[src/rtl/crf_params.svh]
// Constants of the dual-mode CPU register file: register indices, bit positions and reset values
`ifndef CRF_PARAMS_SVH
`define CRF_PARAMS_SVH

// Register port indices, main and alternate working sets
`define CRF_A_ACC        5'h00
`define CRF_A_FLG        5'h01
`define CRF_A_BANK_END   5'h0F
// Interrupt page, page base, refresh, index bytes and mode flags
`define CRF_A_IPAGE_LO   5'h10
`define CRF_A_IPAGE_HI   5'h11
`define CRF_A_MEMORY_PAGE_BASE      5'h12
`define CRF_A_REFRESH    5'h13
`define CRF_A_IDX0_HI    5'h14
`define CRF_A_IDX0_LO    5'h15
`define CRF_A_IDX1_HI    5'h16
`define CRF_A_IDX1_LO    5'h17
`define CRF_A_MODEFLAGS  5'h18
// Multibyte registers, width follows the mode
`define CRF_A_PAIR1      5'h19
`define CRF_A_PAIR2      5'h1A
`define CRF_A_PAIR3      5'h1B
`define CRF_A_IDX0       5'h1C
`define CRF_A_IDX1       5'h1D
`define CRF_A_SP         5'h1E
`define CRF_A_PC         5'h1F

// Byte slots inside a working bank
`define CRF_B_PAIR_BASE  3'h2

// Mode flag register bit positions
`define CRF_F_MIXED      0
`define CRF_F_INTERRUPT_ENABLE_FLAG_ONE       1
`define CRF_F_INTERRUPT_ENABLE_FLAG_TWO       2
`define CRF_F_LONG       3

// Field limits
`define CRF_R_CNT_MSB    6
`define CRF_R_STEP       7'h01
`define CRF_PC_STEP16    16'h0001
`define CRF_PC_STEP24    24'h000001

// Reset values
`define CRF_RST_BYTE     8'h00
`define CRF_RST_WORD     16'h0000
`define CRF_RST_LONG     24'h000000
`define CRF_RST_BIT      1'b0

`endif

[src/rtl/crf_pkg.sv]
// Types shared by the dual-mode CPU register file
package crf_pkg;
  typedef logic [7:0]  crf_byte_t;
  typedef logic [15:0] crf_word_t;
  typedef logic [23:0] crf_long_t;
  typedef logic [4:0]  crf_addr_t;
  typedef logic [2:0]  crf_slot_t;
  typedef enum logic { CRF_MODE_COMPAT, CRF_MODE_LONG } crf_mode_t;
endpackage : crf_pkg

[src/rtl/crf_top.sv]
// Dual-mode CPU register file: banks, index, pointers, page base, refresh and mode flags
// Function
// [RL1] Compatibility mode: pairs one to three and index registers act as 16 bits.
// [RL2] Compatibility mode uses the 16-bit short stack pointer for stack work.
// [RL3] Compatibility program counter is 16 bits; addresses are page base over 16 bits.
// [RL4] Page base writes are blocked in compatibility mode.
// [RL5] Upper bytes are undefined in compatibility mode and not kept defined.
// [RL6] Compatibility mode ignores the interrupt page upper byte.
// [RL7] Long mode: pairs one to three and index registers act as 24 bits.
// [RL8] Long multibyte register is upper, high, low byte concatenated.
// [RL9] No upper byte is addressable as a standalone byte register.
// [RL10] Long mode ignores page base for addresses but accepts its writes.
// [RL11] Long mode: 24-bit program counter and long stack pointer active.
// [RL12] Accumulators, flags, working bytes and pair upper bytes have no reset.
// [RL13] Reset clears interrupt page, index bytes, page base and refresh counter.
// [RL14] Reset clears program counter and both stack pointers.
// [RL15] Mode, mixed and interrupt enable flags are single bits; all four reset to 0.
// [RL16] Flag 0 means compatibility mode, flag 1 means long linear mode.
// [RL17] Compatibility stack address is page base above short stack pointer.
// [RL18] Active stack pointer and program counter width follow the flag combinationally.
`timescale 1ns/1ns
`default_nettype none
`include "crf_params.svh"
module crf_top (
  input  wire logic                ref_clk,
  input  wire logic                reset,
  input  wire crf_pkg::crf_addr_t  reg_addr,
  input  wire crf_pkg::crf_long_t  reg_wdata,
  input  wire logic                reg_wr,
  input  wire logic                reg_rd,
  output logic [23:0]              reg_rdata_q,
  input  wire logic                pc_inc,
  input  wire logic                fetch_done,
  input  wire logic                mode_load,
  input  wire logic                mode_value,
  input  wire logic [2:0]          ind_sel,
  output logic                     long_mode_q,
  output logic                     mixed_mode_q,
  output logic                     interrupt_enable_flag_one_q,
  output logic                     interrupt_enable_flag_two_q,
  output logic [23:0]              pc_addr_q,
  output logic [23:0]              sp_addr_q,
  output logic [23:0]              ind_addr_q,
  output logic [15:0]              int_page_q
);
  import crf_pkg::*;

  crf_mode_t mode_q;
  logic      mixed_mode_flag_q;
  logic      ie1_q;
  logic      ie2_q;
  crf_word_t ipage_q;
  crf_byte_t memory_page_base_q;
  crf_byte_t refresh_q;
  crf_long_t idx_q [0:1];
  crf_long_t pc_q;
  crf_word_t sps_q;
  crf_long_t spl_q;
  crf_byte_t bank_bytes [0:1][0:7];
  crf_long_t bank_pairs [0:1][0:2];
  crf_long_t pc_addr_w;
  crf_long_t sp_addr_w;
  crf_long_t ind_addr_w;
  crf_long_t ind_val_w;
  crf_long_t rd_mux;

  // Equal-address decode shared by all write enables except the bank byte and pair ranges
  function automatic logic hit(input crf_addr_t a, input crf_addr_t code);
    hit = (a == code);
  endfunction : hit

  // Long mode keeps 24 bits, compatibility shows the low 16 with the upper byte as zero
  function automatic crf_long_t mode_fit(input logic lng, input crf_long_t v);
    mode_fit = lng ? v : {`CRF_RST_BYTE, v[15:0]};
  endfunction : mode_fit

  // Mode decode
  wire long_w      = (mode_q == CRF_MODE_LONG);
  wire we_memory_page_base    = reg_wr && hit(reg_addr, `CRF_A_MEMORY_PAGE_BASE) && long_w;
  wire we_ipage_lo = reg_wr && hit(reg_addr, `CRF_A_IPAGE_LO);
  wire we_ipage_hi = reg_wr && hit(reg_addr, `CRF_A_IPAGE_HI);
  wire we_refresh  = reg_wr && hit(reg_addr, `CRF_A_REFRESH);
  wire we_flags    = reg_wr && hit(reg_addr, `CRF_A_MODEFLAGS);
  wire we_sp       = reg_wr && hit(reg_addr, `CRF_A_SP);
  wire we_pc       = reg_wr && hit(reg_addr, `CRF_A_PC);
  // Bank byte and pair decode; no index reaches an upper byte alone [RL9]
  wire we_bank_any = reg_wr && (reg_addr <= `CRF_A_BANK_END);
  wire we_pair     = reg_wr && (reg_addr >= `CRF_A_PAIR1) && (reg_addr <= `CRF_A_PAIR3);
  wire [1:0] pair_sel = 2'(reg_addr - `CRF_A_PAIR1);

  // Main and alternate banks
  genvar b;
  generate
    for (b = 0; b < 2; b++) begin : g_bank
      crf_bank u_bank (
        .ref_clk   (ref_clk),
        .byte_we   (we_bank_any && (reg_addr[3] == 1'(b))),
        .byte_idx  (reg_addr[2:0]),
        .pair_we   (we_pair && (b == 0)),
        .pair_idx  (pair_sel),
        .long_mode (long_w),
        .wdata     (reg_wdata),
        .byte_out  (bank_bytes[b]),
        .pair_out  (bank_pairs[b])
      );
    end
  endgenerate

  // Index registers clear at reset; upper byte written only in long mode [RL13] [RL1] [RL7] [RL8]
  genvar x;
  generate
    for (x = 0; x < 2; x++) begin : g_idx
      wire we_hi   = reg_wr && hit(reg_addr, 5'(`CRF_A_IDX0_HI + 2 * x));
      wire we_lo   = reg_wr && hit(reg_addr, 5'(`CRF_A_IDX0_LO + 2 * x));
      wire we_full = reg_wr && hit(reg_addr, 5'(`CRF_A_IDX0 + x));
      always_ff @(posedge ref_clk or posedge reset) begin
        if (reset) begin
          idx_q[x] <= `CRF_RST_LONG;
        end else if (we_full) begin
          idx_q[x] <= long_w ? reg_wdata : {idx_q[x][23:16], reg_wdata[15:0]};
        end else if (we_hi) begin
          idx_q[x][15:8] <= reg_wdata[7:0];
        end else if (we_lo) begin
          idx_q[x][7:0] <= reg_wdata[7:0];
        end
      end
    end
  endgenerate

  // Mode flag moves only on a mode load, never on a register write [RL15] [RL16]
  always_ff @(posedge ref_clk or posedge reset) begin
    if (reset) begin
      mode_q <= CRF_MODE_COMPAT;
    end else if (mode_load) begin
      mode_q <= mode_value ? CRF_MODE_LONG : CRF_MODE_COMPAT;
    end
  end

  // Mixed mode and interrupt enable bits [RL15]
  always_ff @(posedge ref_clk or posedge reset) begin
    if (reset) begin
      mixed_mode_flag_q <= `CRF_RST_BIT;
      ie1_q  <= `CRF_RST_BIT;
      ie2_q  <= `CRF_RST_BIT;
    end else if (we_flags) begin
      mixed_mode_flag_q <= reg_wdata[`CRF_F_MIXED];
      ie1_q  <= reg_wdata[`CRF_F_INTERRUPT_ENABLE_FLAG_ONE];
      ie2_q  <= reg_wdata[`CRF_F_INTERRUPT_ENABLE_FLAG_TWO];
    end
  end

  // Page base takes writes in long mode only [RL4] [RL10] [RL13]
  always_ff @(posedge ref_clk or posedge reset) begin
    if (reset) begin
      memory_page_base_q <= `CRF_RST_BYTE;
    end else if (we_memory_page_base) begin
      memory_page_base_q <= reg_wdata[7:0];
    end
  end

  // Interrupt page, both bytes writable [RL13]
  always_ff @(posedge ref_clk or posedge reset) begin
    if (reset) begin
      ipage_q <= `CRF_RST_WORD;
    end else if (we_ipage_lo) begin
      ipage_q[7:0] <= reg_wdata[7:0];
    end else if (we_ipage_hi) begin
      ipage_q[15:8] <= reg_wdata[7:0];
    end
  end

  // Refresh: low seven bits count fetches, top bit changes only by a write [RL13]
  always_ff @(posedge ref_clk or posedge reset) begin
    if (reset) begin
      refresh_q <= `CRF_RST_BYTE;
    end else if (we_refresh) begin
      refresh_q <= reg_wdata[7:0];
    end else if (fetch_done) begin
      refresh_q[`CRF_R_CNT_MSB:0] <= refresh_q[`CRF_R_CNT_MSB:0] + `CRF_R_STEP;
    end
  end

  // Program counter: 16-bit wrap in compatibility, 24-bit in long mode [RL3] [RL11] [RL14]
  always_ff @(posedge ref_clk or posedge reset) begin
    if (reset) begin
      pc_q <= `CRF_RST_LONG;
    end else if (we_pc) begin
      pc_q <= long_w ? reg_wdata : {pc_q[23:16], reg_wdata[15:0]};
    end else if (pc_inc) begin
      pc_q <= long_w ? pc_q + `CRF_PC_STEP24 : {pc_q[23:16], pc_q[15:0] + `CRF_PC_STEP16};
    end
  end

  // Stack pointer writes land in the active one only [RL2] [RL11] [RL14]
  always_ff @(posedge ref_clk or posedge reset) begin
    if (reset) begin
      sps_q <= `CRF_RST_WORD;
      spl_q <= `CRF_RST_LONG;
    end else if (we_sp && long_w) begin
      spl_q <= reg_wdata;
    end else if (we_sp) begin
      sps_q <= reg_wdata[15:0];
    end
  end

  // Indirect operand select: 0..2 pairs, 3 and 4 index registers
  assign ind_val_w = (ind_sel == 3'h3) ? idx_q[0] :
                     (ind_sel == 3'h4) ? idx_q[1] :
                     (ind_sel <  3'h3) ? bank_pairs[0][ind_sel[1:0]] : `CRF_RST_LONG;

  crf_addr u_addr (
    .long_mode (long_w),
    .memory_page_base     (memory_page_base_q),
    .pc        (pc_q),
    .short_stack_pointer       (sps_q),
    .long_stack_pointer       (spl_q),
    .ind_val   (ind_val_w),
    .pc_addr   (pc_addr_w),
    .sp_addr   (sp_addr_w),
    .ind_addr  (ind_addr_w)
  );

  // Read selection; multibyte reads hide the upper byte in compatibility [RL5] [RL6]
  function automatic crf_long_t read_sel(input crf_addr_t a);
    read_sel = `CRF_RST_LONG;
    if (a <= `CRF_A_BANK_END) begin
      read_sel = {16'h0000, bank_bytes[a[3]][a[2:0]]};
    end else if (a >= `CRF_A_PAIR1 && a <= `CRF_A_PAIR3) begin
      read_sel = mode_fit(long_w, bank_pairs[0][2'(a - `CRF_A_PAIR1)]);
    end else begin
      unique case (a)
        `CRF_A_IPAGE_LO:  read_sel = {16'h0000, ipage_q[7:0]};
        `CRF_A_IPAGE_HI:  read_sel = {16'h0000, long_w ? ipage_q[15:8] : `CRF_RST_BYTE};
        `CRF_A_MEMORY_PAGE_BASE:     read_sel = {16'h0000, memory_page_base_q};
        `CRF_A_REFRESH:   read_sel = {16'h0000, refresh_q};
        `CRF_A_IDX0_HI:   read_sel = {16'h0000, idx_q[0][15:8]};
        `CRF_A_IDX0_LO:   read_sel = {16'h0000, idx_q[0][7:0]};
        `CRF_A_IDX1_HI:   read_sel = {16'h0000, idx_q[1][15:8]};
        `CRF_A_IDX1_LO:   read_sel = {16'h0000, idx_q[1][7:0]};
        `CRF_A_MODEFLAGS: read_sel = {20'h00000, long_w, ie2_q, ie1_q, mixed_mode_flag_q};
        `CRF_A_IDX0:      read_sel = mode_fit(long_w, idx_q[0]);
        `CRF_A_IDX1:      read_sel = mode_fit(long_w, idx_q[1]);
        `CRF_A_SP:        read_sel = long_w ? spl_q : {`CRF_RST_BYTE, sps_q};
        `CRF_A_PC:        read_sel = mode_fit(long_w, pc_q);
        default:          read_sel = `CRF_RST_LONG;
      endcase
    end
  endfunction : read_sel

  // Process form, so the select follows every register that the function reads
  always_comb rd_mux = read_sel(reg_addr);

  // Read data stands one cycle after the strobe, zero otherwise
  always_ff @(posedge ref_clk or posedge reset) begin
    if (reset) begin
      reg_rdata_q <= `CRF_RST_LONG;
    end else begin
      reg_rdata_q <= reg_rd ? rd_mux : `CRF_RST_LONG;
    end
  end

  // Registered copies of flags, addresses and interrupt page [RL6] [RL18]
  always_ff @(posedge ref_clk or posedge reset) begin
    if (reset) begin
      long_mode_q  <= `CRF_RST_BIT;
      mixed_mode_q <= `CRF_RST_BIT;
      interrupt_enable_flag_one_q       <= `CRF_RST_BIT;
      interrupt_enable_flag_two_q       <= `CRF_RST_BIT;
      pc_addr_q    <= `CRF_RST_LONG;
      sp_addr_q    <= `CRF_RST_LONG;
      ind_addr_q   <= `CRF_RST_LONG;
      int_page_q   <= `CRF_RST_WORD;
    end else begin
      long_mode_q  <= long_w;
      mixed_mode_q <= mixed_mode_flag_q;
      interrupt_enable_flag_one_q       <= ie1_q;
      interrupt_enable_flag_two_q       <= ie2_q;
      pc_addr_q    <= pc_addr_w;
      sp_addr_q    <= sp_addr_w;
      ind_addr_q   <= ind_addr_w;
      int_page_q   <= long_w ? ipage_q : {`CRF_RST_BYTE, ipage_q[7:0]};
    end
  end

  // Marks the first edge after reset release for the reset checks
  logic post_rst_q;
  always_ff @(posedge ref_clk or posedge reset) begin
    if (reset) begin
      post_rst_q <= 1'b0;
    end else begin
      post_rst_q <= 1'b1;
    end
  end

  // Checks
  property p_memory_page_base_block;
    @(posedge ref_clk) disable iff (reset)
      (reg_wr && hit(reg_addr, `CRF_A_MEMORY_PAGE_BASE) && !long_w) |=> $stable(memory_page_base_q);
  endproperty
  a_memory_page_base_block: assert property (p_memory_page_base_block) else $error("page base changed in compatibility"); // [RL4]

  property p_memory_page_base_long;
    @(posedge ref_clk) disable iff (reset)
      (reg_wr && hit(reg_addr, `CRF_A_MEMORY_PAGE_BASE) && long_w) |=> (memory_page_base_q == $past(reg_wdata[7:0]));
  endproperty
  a_memory_page_base_long: assert property (p_memory_page_base_long) else $error("page base write lost in long mode"); // [RL10]

  property p_compat_pc;
    @(posedge ref_clk) disable iff (reset)
      !long_w |=> (pc_addr_q == {$past(memory_page_base_q), $past(pc_q[15:0])});
  endproperty
  a_compat_pc: assert property (p_compat_pc) else $error("compat program address wrong"); // [RL3]

  property p_long_addr;
    @(posedge ref_clk) disable iff (reset)
      long_w |=> (pc_addr_q == $past(pc_q)) && (sp_addr_q == $past(spl_q));
  endproperty
  a_long_addr: assert property (p_long_addr) else $error("long mode address wrong"); // [RL11]

  property p_compat_sp;
    @(posedge ref_clk) disable iff (reset)
      !long_w |=> (sp_addr_q == {$past(memory_page_base_q), $past(sps_q)});
  endproperty
  a_compat_sp: assert property (p_compat_sp) else $error("compat stack address wrong"); // [RL17]

  property p_compat_pair_read;
    @(posedge ref_clk) disable iff (reset)
      (reg_rd && !long_w && reg_addr >= `CRF_A_PAIR1 && reg_addr <= `CRF_A_IDX1) |=> (reg_rdata_q[23:16] == 8'h00);
  endproperty
  a_compat_pair_read: assert property (p_compat_pair_read) else $error("compat read shows upper byte"); // [RL1]

  property p_long_pair_round;
    @(posedge ref_clk) disable iff (reset)
      (reg_wr && long_w && hit(reg_addr, `CRF_A_PAIR1) && !mode_load) ##1 (reg_rd && hit(reg_addr, `CRF_A_PAIR1))
        |=> (reg_rdata_q == $past(reg_wdata, 2));
  endproperty
  a_long_pair_round: assert property (p_long_pair_round) else $error("long pair lost bytes"); // [RL8]

  property p_reset_values;
    @(posedge ref_clk) disable iff (reset)
      !post_rst_q |-> (pc_q == 24'h000000) && (sps_q == 16'h0000) && (spl_q == 24'h000000)
        && (memory_page_base_q == 8'h00) && (idx_q[0] == 24'h000000) && (idx_q[1] == 24'h000000) && (refresh_q == 8'h00);
  endproperty
  a_reset_values: assert property (p_reset_values) else $error("reset value wrong"); // [RL14]

  property p_mode_hold;
    @(posedge ref_clk) disable iff (reset)
      !mode_load |=> $stable(mode_q);
  endproperty
  a_mode_hold: assert property (p_mode_hold) else $error("mode flag moved without load"); // [RL16]

  property p_ipage_compat;
    @(posedge ref_clk) disable iff (reset)
      !long_w |=> (int_page_q == {8'h00, $past(ipage_q[7:0])});
  endproperty
  a_ipage_compat: assert property (p_ipage_compat) else $error("interrupt page upper byte used"); // [RL6]

  property p_compat_sp_write;
    @(posedge ref_clk) disable iff (reset)
      (we_sp && !long_w) |=> $stable(spl_q) && (sps_q == $past(reg_wdata[15:0]));
  endproperty
  a_compat_sp_write: assert property (p_compat_sp_write) else $error("compat stack write wrong"); // [RL2]

  c_mode_switch: cover property (@(posedge ref_clk) disable iff (reset) !long_w ##1 long_w);
  c_memory_page_base_write: cover property (@(posedge ref_clk) disable iff (reset) we_memory_page_base);
  c_compat_pc_inc: cover property (@(posedge ref_clk) disable iff (reset) pc_inc && !long_w);
endmodule : crf_top
`default_nettype wire

[src/rtl/crf_bank.sv]
// One working register bank: accumulator, flags, six byte registers and three upper bytes
`timescale 1ns/1ns
`default_nettype none
`include "crf_params.svh"
module crf_bank (
  input  wire logic                 ref_clk,
  input  wire logic                 byte_we,
  input  wire crf_pkg::crf_slot_t   byte_idx,
  input  wire logic                 pair_we,
  input  wire logic [1:0]           pair_idx,
  input  wire logic                 long_mode,
  input  wire crf_pkg::crf_long_t   wdata,
  output var  crf_pkg::crf_byte_t   byte_out [0:7],
  output var  crf_pkg::crf_long_t   pair_out [0:2]
);
  import crf_pkg::*;

  crf_byte_t regs_q  [0:7];
  crf_byte_t upper_q [0:2];

  // Slot of the high byte of a pair
  function automatic crf_slot_t hi_slot(input logic [1:0] p);
    hi_slot = `CRF_B_PAIR_BASE + {p, 1'b0};
  endfunction : hi_slot

  // Working bytes carry no reset, their start value is undefined [RL12]
  always_ff @(posedge ref_clk) begin
    if (byte_we) begin
      regs_q[byte_idx] <= wdata[7:0];
    end else if (pair_we) begin
      regs_q[hi_slot(pair_idx)]        <= wdata[15:8];
      regs_q[hi_slot(pair_idx) | 3'h1] <= wdata[7:0];
    end
  end

  // Upper byte is written only in long mode, compatibility leaves it as is [RL5] [RL7]
  always_ff @(posedge ref_clk) begin
    if (pair_we && long_mode) begin
      upper_q[pair_idx] <= wdata[23:16];
    end
  end

  // Pairs are upper, high and low byte in that order [RL8]
  genvar g;
  generate
    for (g = 0; g < 8; g++) begin : g_byte
      assign byte_out[g] = regs_q[g];
    end
    for (g = 0; g < 3; g++) begin : g_pair
      assign pair_out[g] = {upper_q[g], regs_q[`CRF_B_PAIR_BASE + 2 * g], regs_q[`CRF_B_PAIR_BASE + 2 * g + 1]};
    end
  endgenerate
endmodule : crf_bank
`default_nettype wire

[src/rtl/crf_addr.sv]
// Address former: active stack pointer and 24-bit addresses for both memory modes
`timescale 1ns/1ns
`default_nettype none
module crf_addr (
  input  wire logic               long_mode,
  input  wire crf_pkg::crf_byte_t memory_page_base,
  input  wire crf_pkg::crf_long_t pc,
  input  wire crf_pkg::crf_word_t short_stack_pointer,
  input  wire crf_pkg::crf_long_t long_stack_pointer,
  input  wire crf_pkg::crf_long_t ind_val,
  output var  crf_pkg::crf_long_t pc_addr,
  output var  crf_pkg::crf_long_t sp_addr,
  output var  crf_pkg::crf_long_t ind_addr
);
  import crf_pkg::*;

  // Compatibility prefixes the page base, long mode is linear [RL3] [RL10] [RL16]
  assign pc_addr  = long_mode ? pc : {memory_page_base, pc[15:0]};
  // Stack pointer choice follows the flag with no storage [RL17] [RL18] [RL11] [RL2]
  assign sp_addr  = long_mode ? long_stack_pointer : {memory_page_base, short_stack_pointer};
  // Indirect operand: 16 bits under the page base or full 24 bits [RL1] [RL7]
  assign ind_addr = long_mode ? ind_val : {memory_page_base, ind_val[15:0]};
endmodule : crf_addr
`default_nettype wire

[config.mk]
export PLATFORM = sky130hd
export DESIGN_NAME = crf_top
export DESIGN_NICKNAME = d
export VERILOG_FILES = /design/src/rtl/crf_pkg.sv /design/src/rtl/crf_top.sv /design/src/rtl/crf_bank.sv /design/src/rtl/crf_addr.sv
export VERILOG_INCLUDE_DIRS = /design/src /design/src/rtl
export SDC_FILE = /design/constraint.sdc
export NUM_CORES = 1
export LEC_CHECK = 0
export BUFFER_PORTS_ARGS = -buffer_cell sky130_fd_sc_hd__buf_2
export CORE_ASPECT_RATIO = 1.25
export CORE_UTILIZATION = 35
export CTS_CLUSTER_DIAMETER = 200
export DETAILED_ROUTE_END_ITERATION = 8
export PLACE_DENSITY = 0.48
export SYNTH_ARGS = -nofsm -noshare
export SYNTH_HDL_FRONTEND = slang
export SYNTH_SLANG_ARGS = --single-unit
export TNS_END_PERCENT = 20
[constraint.sdc]
create_clock -name ref_clk -period 10.5 [get_ports ref_clk]
set_clock_uncertainty 0.2 [all_clocks]
set_input_delay 2.1 -clock ref_clk [delete_from_list [all_inputs] [get_ports ref_clk]]
set_output_delay 2.1 -clock ref_clk [all_outputs]
set_load 0.05 [all_outputs]
Word level (Yosys, flattened, before mapping)
Memory sizes are Yosys's and may differ from the RTL's.
Cells that the tools add are included.
Storage, ports and cells
  output and inout bits: 116
  memories kept: 3
  bits of input ports: 40
  logic and storage cells: 160
  register bits: 264
  memory bits (writable): 152
Operators by class
  reduce and logical (&&, ||, !) cells: 36
  equal/unequal tests: 17
  muxes and demuxes: 56
  add/subtract/negate cells: 5
  magnitude comparators: 8
  bitwise gates (word level): 7
Memory list
  g_bank[0].u_bank.regs_q: words 8, bits a word 8, read ports 8, clocked after memory_dff 0, wr ports 2, RTL line crf_bank.sv:18  | crf_byte_t regs_q [0:7];
  g_bank[1].u_bank.regs_q: words 8, bits a word 8, read ports 8, clocked after memory_dff 0, wr ports 1, RTL line crf_bank.sv:18
  g_bank[0].u_bank.upper_q: words 3, bits a word 8, read ports 3, clocked after memory_dff 0, wr ports 1, RTL line crf_bank.sv:19  | crf_byte_t upper_q [0:2];
Operator list (count)
  $mux W24: 22
  $pmux W24 S13: 1
  $mux W64: 3
  $bmux W24 S2: 2
  $mux W8: 10
  $eq A5 B5 Y1 const B: 13
  $mux W16: 3
  $add A24 B1 Y24 const B: 1
  $bmux W8 S3: 1
  $logic_and A1 B1 Y1: 22
  $add A16 B1 Y16 const B: 1
  $mux W7: 2
  $reduce_and A2 Y1: 7
  $reduce_bool A2 Y1: 6
  $mux W1: 11
  $reduce_or A8 Y1: 1
  $add A7 B1 Y7 const B: 1
  $ge A3 B3 Y1 const B: 2
  $not A2 Y3: 2
  $ge A5 B5 Y1 const B: 1
  $le A5 B4 Y1 const B: 1
  $le A5 B5 Y1 const B: 1
  $ge A4 B4 Y1 const B: 1
  $ne A2 B1 Y1 const B: 2
  10 further kinds: 12

Longest topological paths before layout
  word-level depth: 9
  gate-level depth with buffers: 14

Modules after synthesis
From an unflattened synthesis, not the netlist that was laid out.
Second synthesis, totals
  cells, all modules: 1668
  area total of the unflattened synthesis: 21859.7 µm²
By module, submodules not included
  crf_top: times used 1, area an instance 13376.6 µm², cells each 1125
  crf_bank (g_bank[0].u_bank): times used 1, area an instance 3955.0 µm², cells each 233
  crf_bank (g_bank[1].u_bank): times used 1, area an instance 3792.4 µm², cells each 234
  crf_addr: times used 1, area an instance 735.7 µm², cells each 76

Worst setup path before layout
OpenSTA, ideal clock, no wires.
  path kind: input to register
  from: input reg_addr[0]
  to: register sps_q[0]
  path slack: 5.718 ns
  cell stages on the path: 13
  path buffers: 8
  arrival: 4.457 ns
  cells stage by stage: buf_6 > buf_6 > buf_4 > inv_2 > clkbuf_1 > ha_1 > buf_2 > and4_1 > buf_2 > and3_1 > buf_2 > buf_2 > mux2_2
On the way
  longest elaborated chain between the ends: 5
RTL lines
  start, declared: RTL line crf_top.sv:27  | input wire crf_pkg::crf_addr_t reg_addr,
  $eq A5 B5 Y1 (*): RTL line crf_top.sv:69  | hit = (a == code);
  $logic_and A1 B1 Y1 (*): RTL line crf_top.sv:84  | wire we_sp = reg_wr && hit(reg_addr, `CRF_A_SP);
  $logic_and A1 B1 Y1: RTL line crf_top.sv:199  | end else if (we_sp && long_w) begin
  $not A1 Y1 (no source line)
  $reduce_and A2 Y1 (no source line) (*)
  end signal, assigned: RTL line crf_top.sv:197  | sps_q <= `CRF_RST_WORD;
  end signal, assigned: RTL line crf_top.sv:202  | sps_q <= reg_wdata[15:0];
  end, declared: RTL line crf_top.sv:57  | crf_word_t sps_q;
Every way passes the cells marked *; elsewhere a longest branch is shown, timed or not.
A chain may end at the register's enable or synchronous reset.

Worst setup path in the final report
  from: input reg_addr[0]
  to: register spl_q[8]
On the way
  longest elaborated chain between the ends: 3
RTL lines
  $eq A5 B5 Y1: RTL line crf_top.sv:69
  $logic_and A1 B1 Y1: RTL line crf_top.sv:84
  $logic_and A1 B1 Y1: RTL line crf_top.sv:199
  end signal, assigned: RTL line crf_top.sv:198  | spl_q <= `CRF_RST_LONG;
  end signal, assigned: RTL line crf_top.sv:200  | spl_q <= reg_wdata;
  end, declared: RTL line crf_top.sv:58  | crf_long_t spl_q;
Every way passes these cells.

==> impl_metrics.json <==
{
  "critPathKind": "primary input to register",
  "synth_top_cell_area_share_pct": 34.8,
  "crit_chain": "buf_2 -> buf_4 -> inv_2 -> ha_1 -> and4_1 -> and2_1 -> mux2_2",
  "cpPeakStageDelay_ps": 1020,
  "nNetsFinal": 1617,
  "arrival_ps": 5740,
  "clkSlewWorstSetupHoldPaths_ps": 60,
  "dieArea_sq_um": 55100,
  "slowest_stage": "and2_1",
  "post_cts_buffers": 0,
  "gp_congestion": 0.905,
  "fin_crit_ps": 5480,
  "synth_nets": 1511,
  "fmax_mhz": 183,
  "place_area_sq_um": 20300,
  "area_delta_synth_final_pct": 14.9,
  "drt-wirelength-per-cell_um": 28.6,
  "clock_path_buffers": 3,
  "cts_tree": "yes",
  "peakVddDrop_mv": 0.135,
  "grt_max_degree": 169,
  "ff_latch_area_sq_um": 11200,
  "grt_pass1_vias": 13197,
  "critical_path.max_fanout": 48,
  "antenna_found_initial": 2,
  "htree_levels": 2,
  "reg2reg_from": "long_w$_DFFE_PP0P_",
  "drv_slew": 0,
  "final_layout_size_suffix_gt1_share_pct": 29.8,
  "cp.required_ps": 10770,
  "hold_path_class": "register to register",
  "synth_common_cells": "dfrtp_1 (264), nand2_1 (188), mux2_2 (167)",
  "fp.dieH_um": 262,
  "dr.pass1.iters": 6,
  "fin_crit_sh_pct": 52.1,
  "hold_violations": 0,
  "ys_async_sr_fraction_pct": 63.5,
  "grt_pass1_wl_um": 96000,
  "multi_input_area_sq_um": 7250,
  "core_sq_um": 53600,
  "syn_area_sq_um": 19000,
  "start_util_pct": 35.4,
  "die-width_um": 210,
  "min_path_cells": 0,
  "yosys.area.top_type": "dfrtp_1",
  "via_per_inst": 5.65,
  "synth_edf_count": 152,
  "hp-start": "ie1_q$_DFFE_PP0P_",
  "yosysMostFrequentCell": "dfrtp_1",
  "synth_area_leaders": "dfrtp_1 (35%), edfxtp_1 (24%), mux2_2 (9.9%), mux4_2 (5.2%), nand2_1 (3.7%)",
  "drt_iter0_drc": 1233,
  "yosysWarnings": 0,
  "drv_cap": 0,
  "dp_hpwl_um": 46000,
  "grt_util_all_layers_pct": 24.3,
  "slew_headroom_pct": 14.2,
  "boundaryPins": 156,
  "worstMarginPinSlew_ps": 1270,
  "p_leak_nw": 9.05,
  "drc": 0,
  "setup_violations": 0,
  "n_fill_cell": 5052,
  "antennaDiodeCount": 0,
  "vias": 13173,
  "worstRegToRegCells": 4,
  "powerDensity_nw_per_um2": 207,
  "setup_tns_ps": 0,
  "row_count": 95,
  "routed_wl_um": 66500,
  "critPathCaptureType": "register",
  "setup.worst_path.start": "reg_addr[0]",
  "ys_seq_area_share_pct": 58.9,
  "synth-seq-cells": 416,
  "root_buffer": "clkbuf_16",
  "clk_latency_ps": 590,
  "cts_sinks": 416,
  "grt_overflow": 0,
  "placement.io_buffers": 155,
  "status": "complete, no violations",
  "critPathLaunchType": "primary input",
  "final_area_sq_um": 21800,
  "final_antenna_net_count": 0,
  "cts_hold_buffers": 0,
  "grt_setup_unrepaired": "false",
  "cts_resized": 0,
  "cts_buffers": 44,
  "synth_cells": 1462,
  "synth-main-ff-cell": "dfrtp_1",
  "synthDistinctLibCells": 68,
  "avgSynthCellArea_sq_um": 13.0
}
## through the flow
step           power (mW)  hold slack (ps)  instances  utilization (%)  setup WS (ps)
6_report             4.50              210       2330             40.6           5020
5_1_grt              4.66              228       2330             40.6           4760
4_1_cts              4.53              212       2330             40.6           5040
3_5_place_dp         2.90              191       2249             37.8           4420
3_3_place_gp         2.90              196       2249             37.8           4510
2_1_floorplan        2.59              152       1462                -            931
## cells in the final DEF (no fill, tap or decap), drive strengths merged, types with 5 or more instances in the layout
cell type / count
dfrtp: 264
nand2: 188
buf: 170
mux2: 167
edfxtp: 152
nor2: 73
o21ai: 66
clkbuf: 62
mux2i: 58
mux4: 44
a21oi: 41
a22oi: 32
a31oi: 25
nand3: 22
and3: 20
a222oi: 19
o22ai: 19
and2: 16
nand4: 14
a22o: 13
clkinv: 13
xnor2: 11
inv: 11
xor2: 10
ha: 9
nor3: 8
a221oi: 6
and4: 5
a211oi: 5
## state kept, by name, indices dropped and copies added (netlist names), 8 cells and up
signal	flops
reg_rdata_q	24
pc_addr_q	24
ind_addr_q	24
pc_q	24
memory_page_base_q	8
g_bank.u_bank.regs_q	128
int_page_q	16
sps_q	16
g_bank.u_bank.upper_q	24
spl_q	24
ipage_q	16
sp_addr_q	24
idx_q	48
refresh_q	8
## layer usage
| layer | wire, um | share of wire [%] | GRT usage, % |
|---|---|---|---|
| met2 | 33100 | 50 | 41.1 |
| met5 | 11 | 0.017 | 0 |
| met1 | 26500 | 40 | 30.8 |
| met3 | 3680 | 5.5 | 3.24 |
| met4 | 3290 | 4.9 | 10.9 |
## critical path: cells and delay by family
| family | cells | cell delay (ps) |
|---|---|---|
| adders and majority gates | 1 | 280 |
| buffers and inverters | 3 | 960 |
| and+or+nand+nor | 2 | 1930 |
| muxes | 1 | 420 |
## kinds of logic (layout without fill, tap and decap cells)
kind of cell | Yosys count | count (layout) | synth area share [%]
flops | 416 | 416 | 58.9
simple gates | 366 | 366 | 9.10
mux | 269 | 269 | 18.2
compound gates | 260 | 260 | 9.30
buf+inv | 121 | 262 | 2.90
xor+xnor | 21 | 21 | 0.970
fa+ha+maj | 9 | 9 | 0.594
## final cells by class
cell class	instances	share of cell area (%)
clock buffers	62	5.88
clock inverters	19	0.994
inverters	11	0.224
multi-input cells	925	33.3
flip-flops and latches	416	51.3
well taps	727	4.18
repair buffers	170	4.14
## report_power, final
| group | switching [mW] | leakage [nW] | internal (mW) |
|---|---|---|---|
| Clock | 0.676 | 0.735 | 0.952 |
| Sequential | 0.213 | 4.80 | 1.88 |
| Combinational | 0.533 | 3.52 | 0.248 |
| Total | 1.42 | 9.05 | 3.08 |
## worst paths after layout
path                                                         end  slack (ps)
min                        interrupt_enable_flag_one_q$_DFF_PP0_         210
max reg2reg                                 spl_q[8]$_DFFE_PP0P_        7350
min reg2reg                interrupt_enable_flag_one_q$_DFF_PP0_         210
max                                         spl_q[8]$_DFFE_PP0P_        5020
max in group asynchronous               reg_rdata_q[1]$_DFF_PP0_        7200
min in group asynchronous                pc_addr_q[22]$_DFF_PP0_        1430
(Power assumes the default switching activity.)
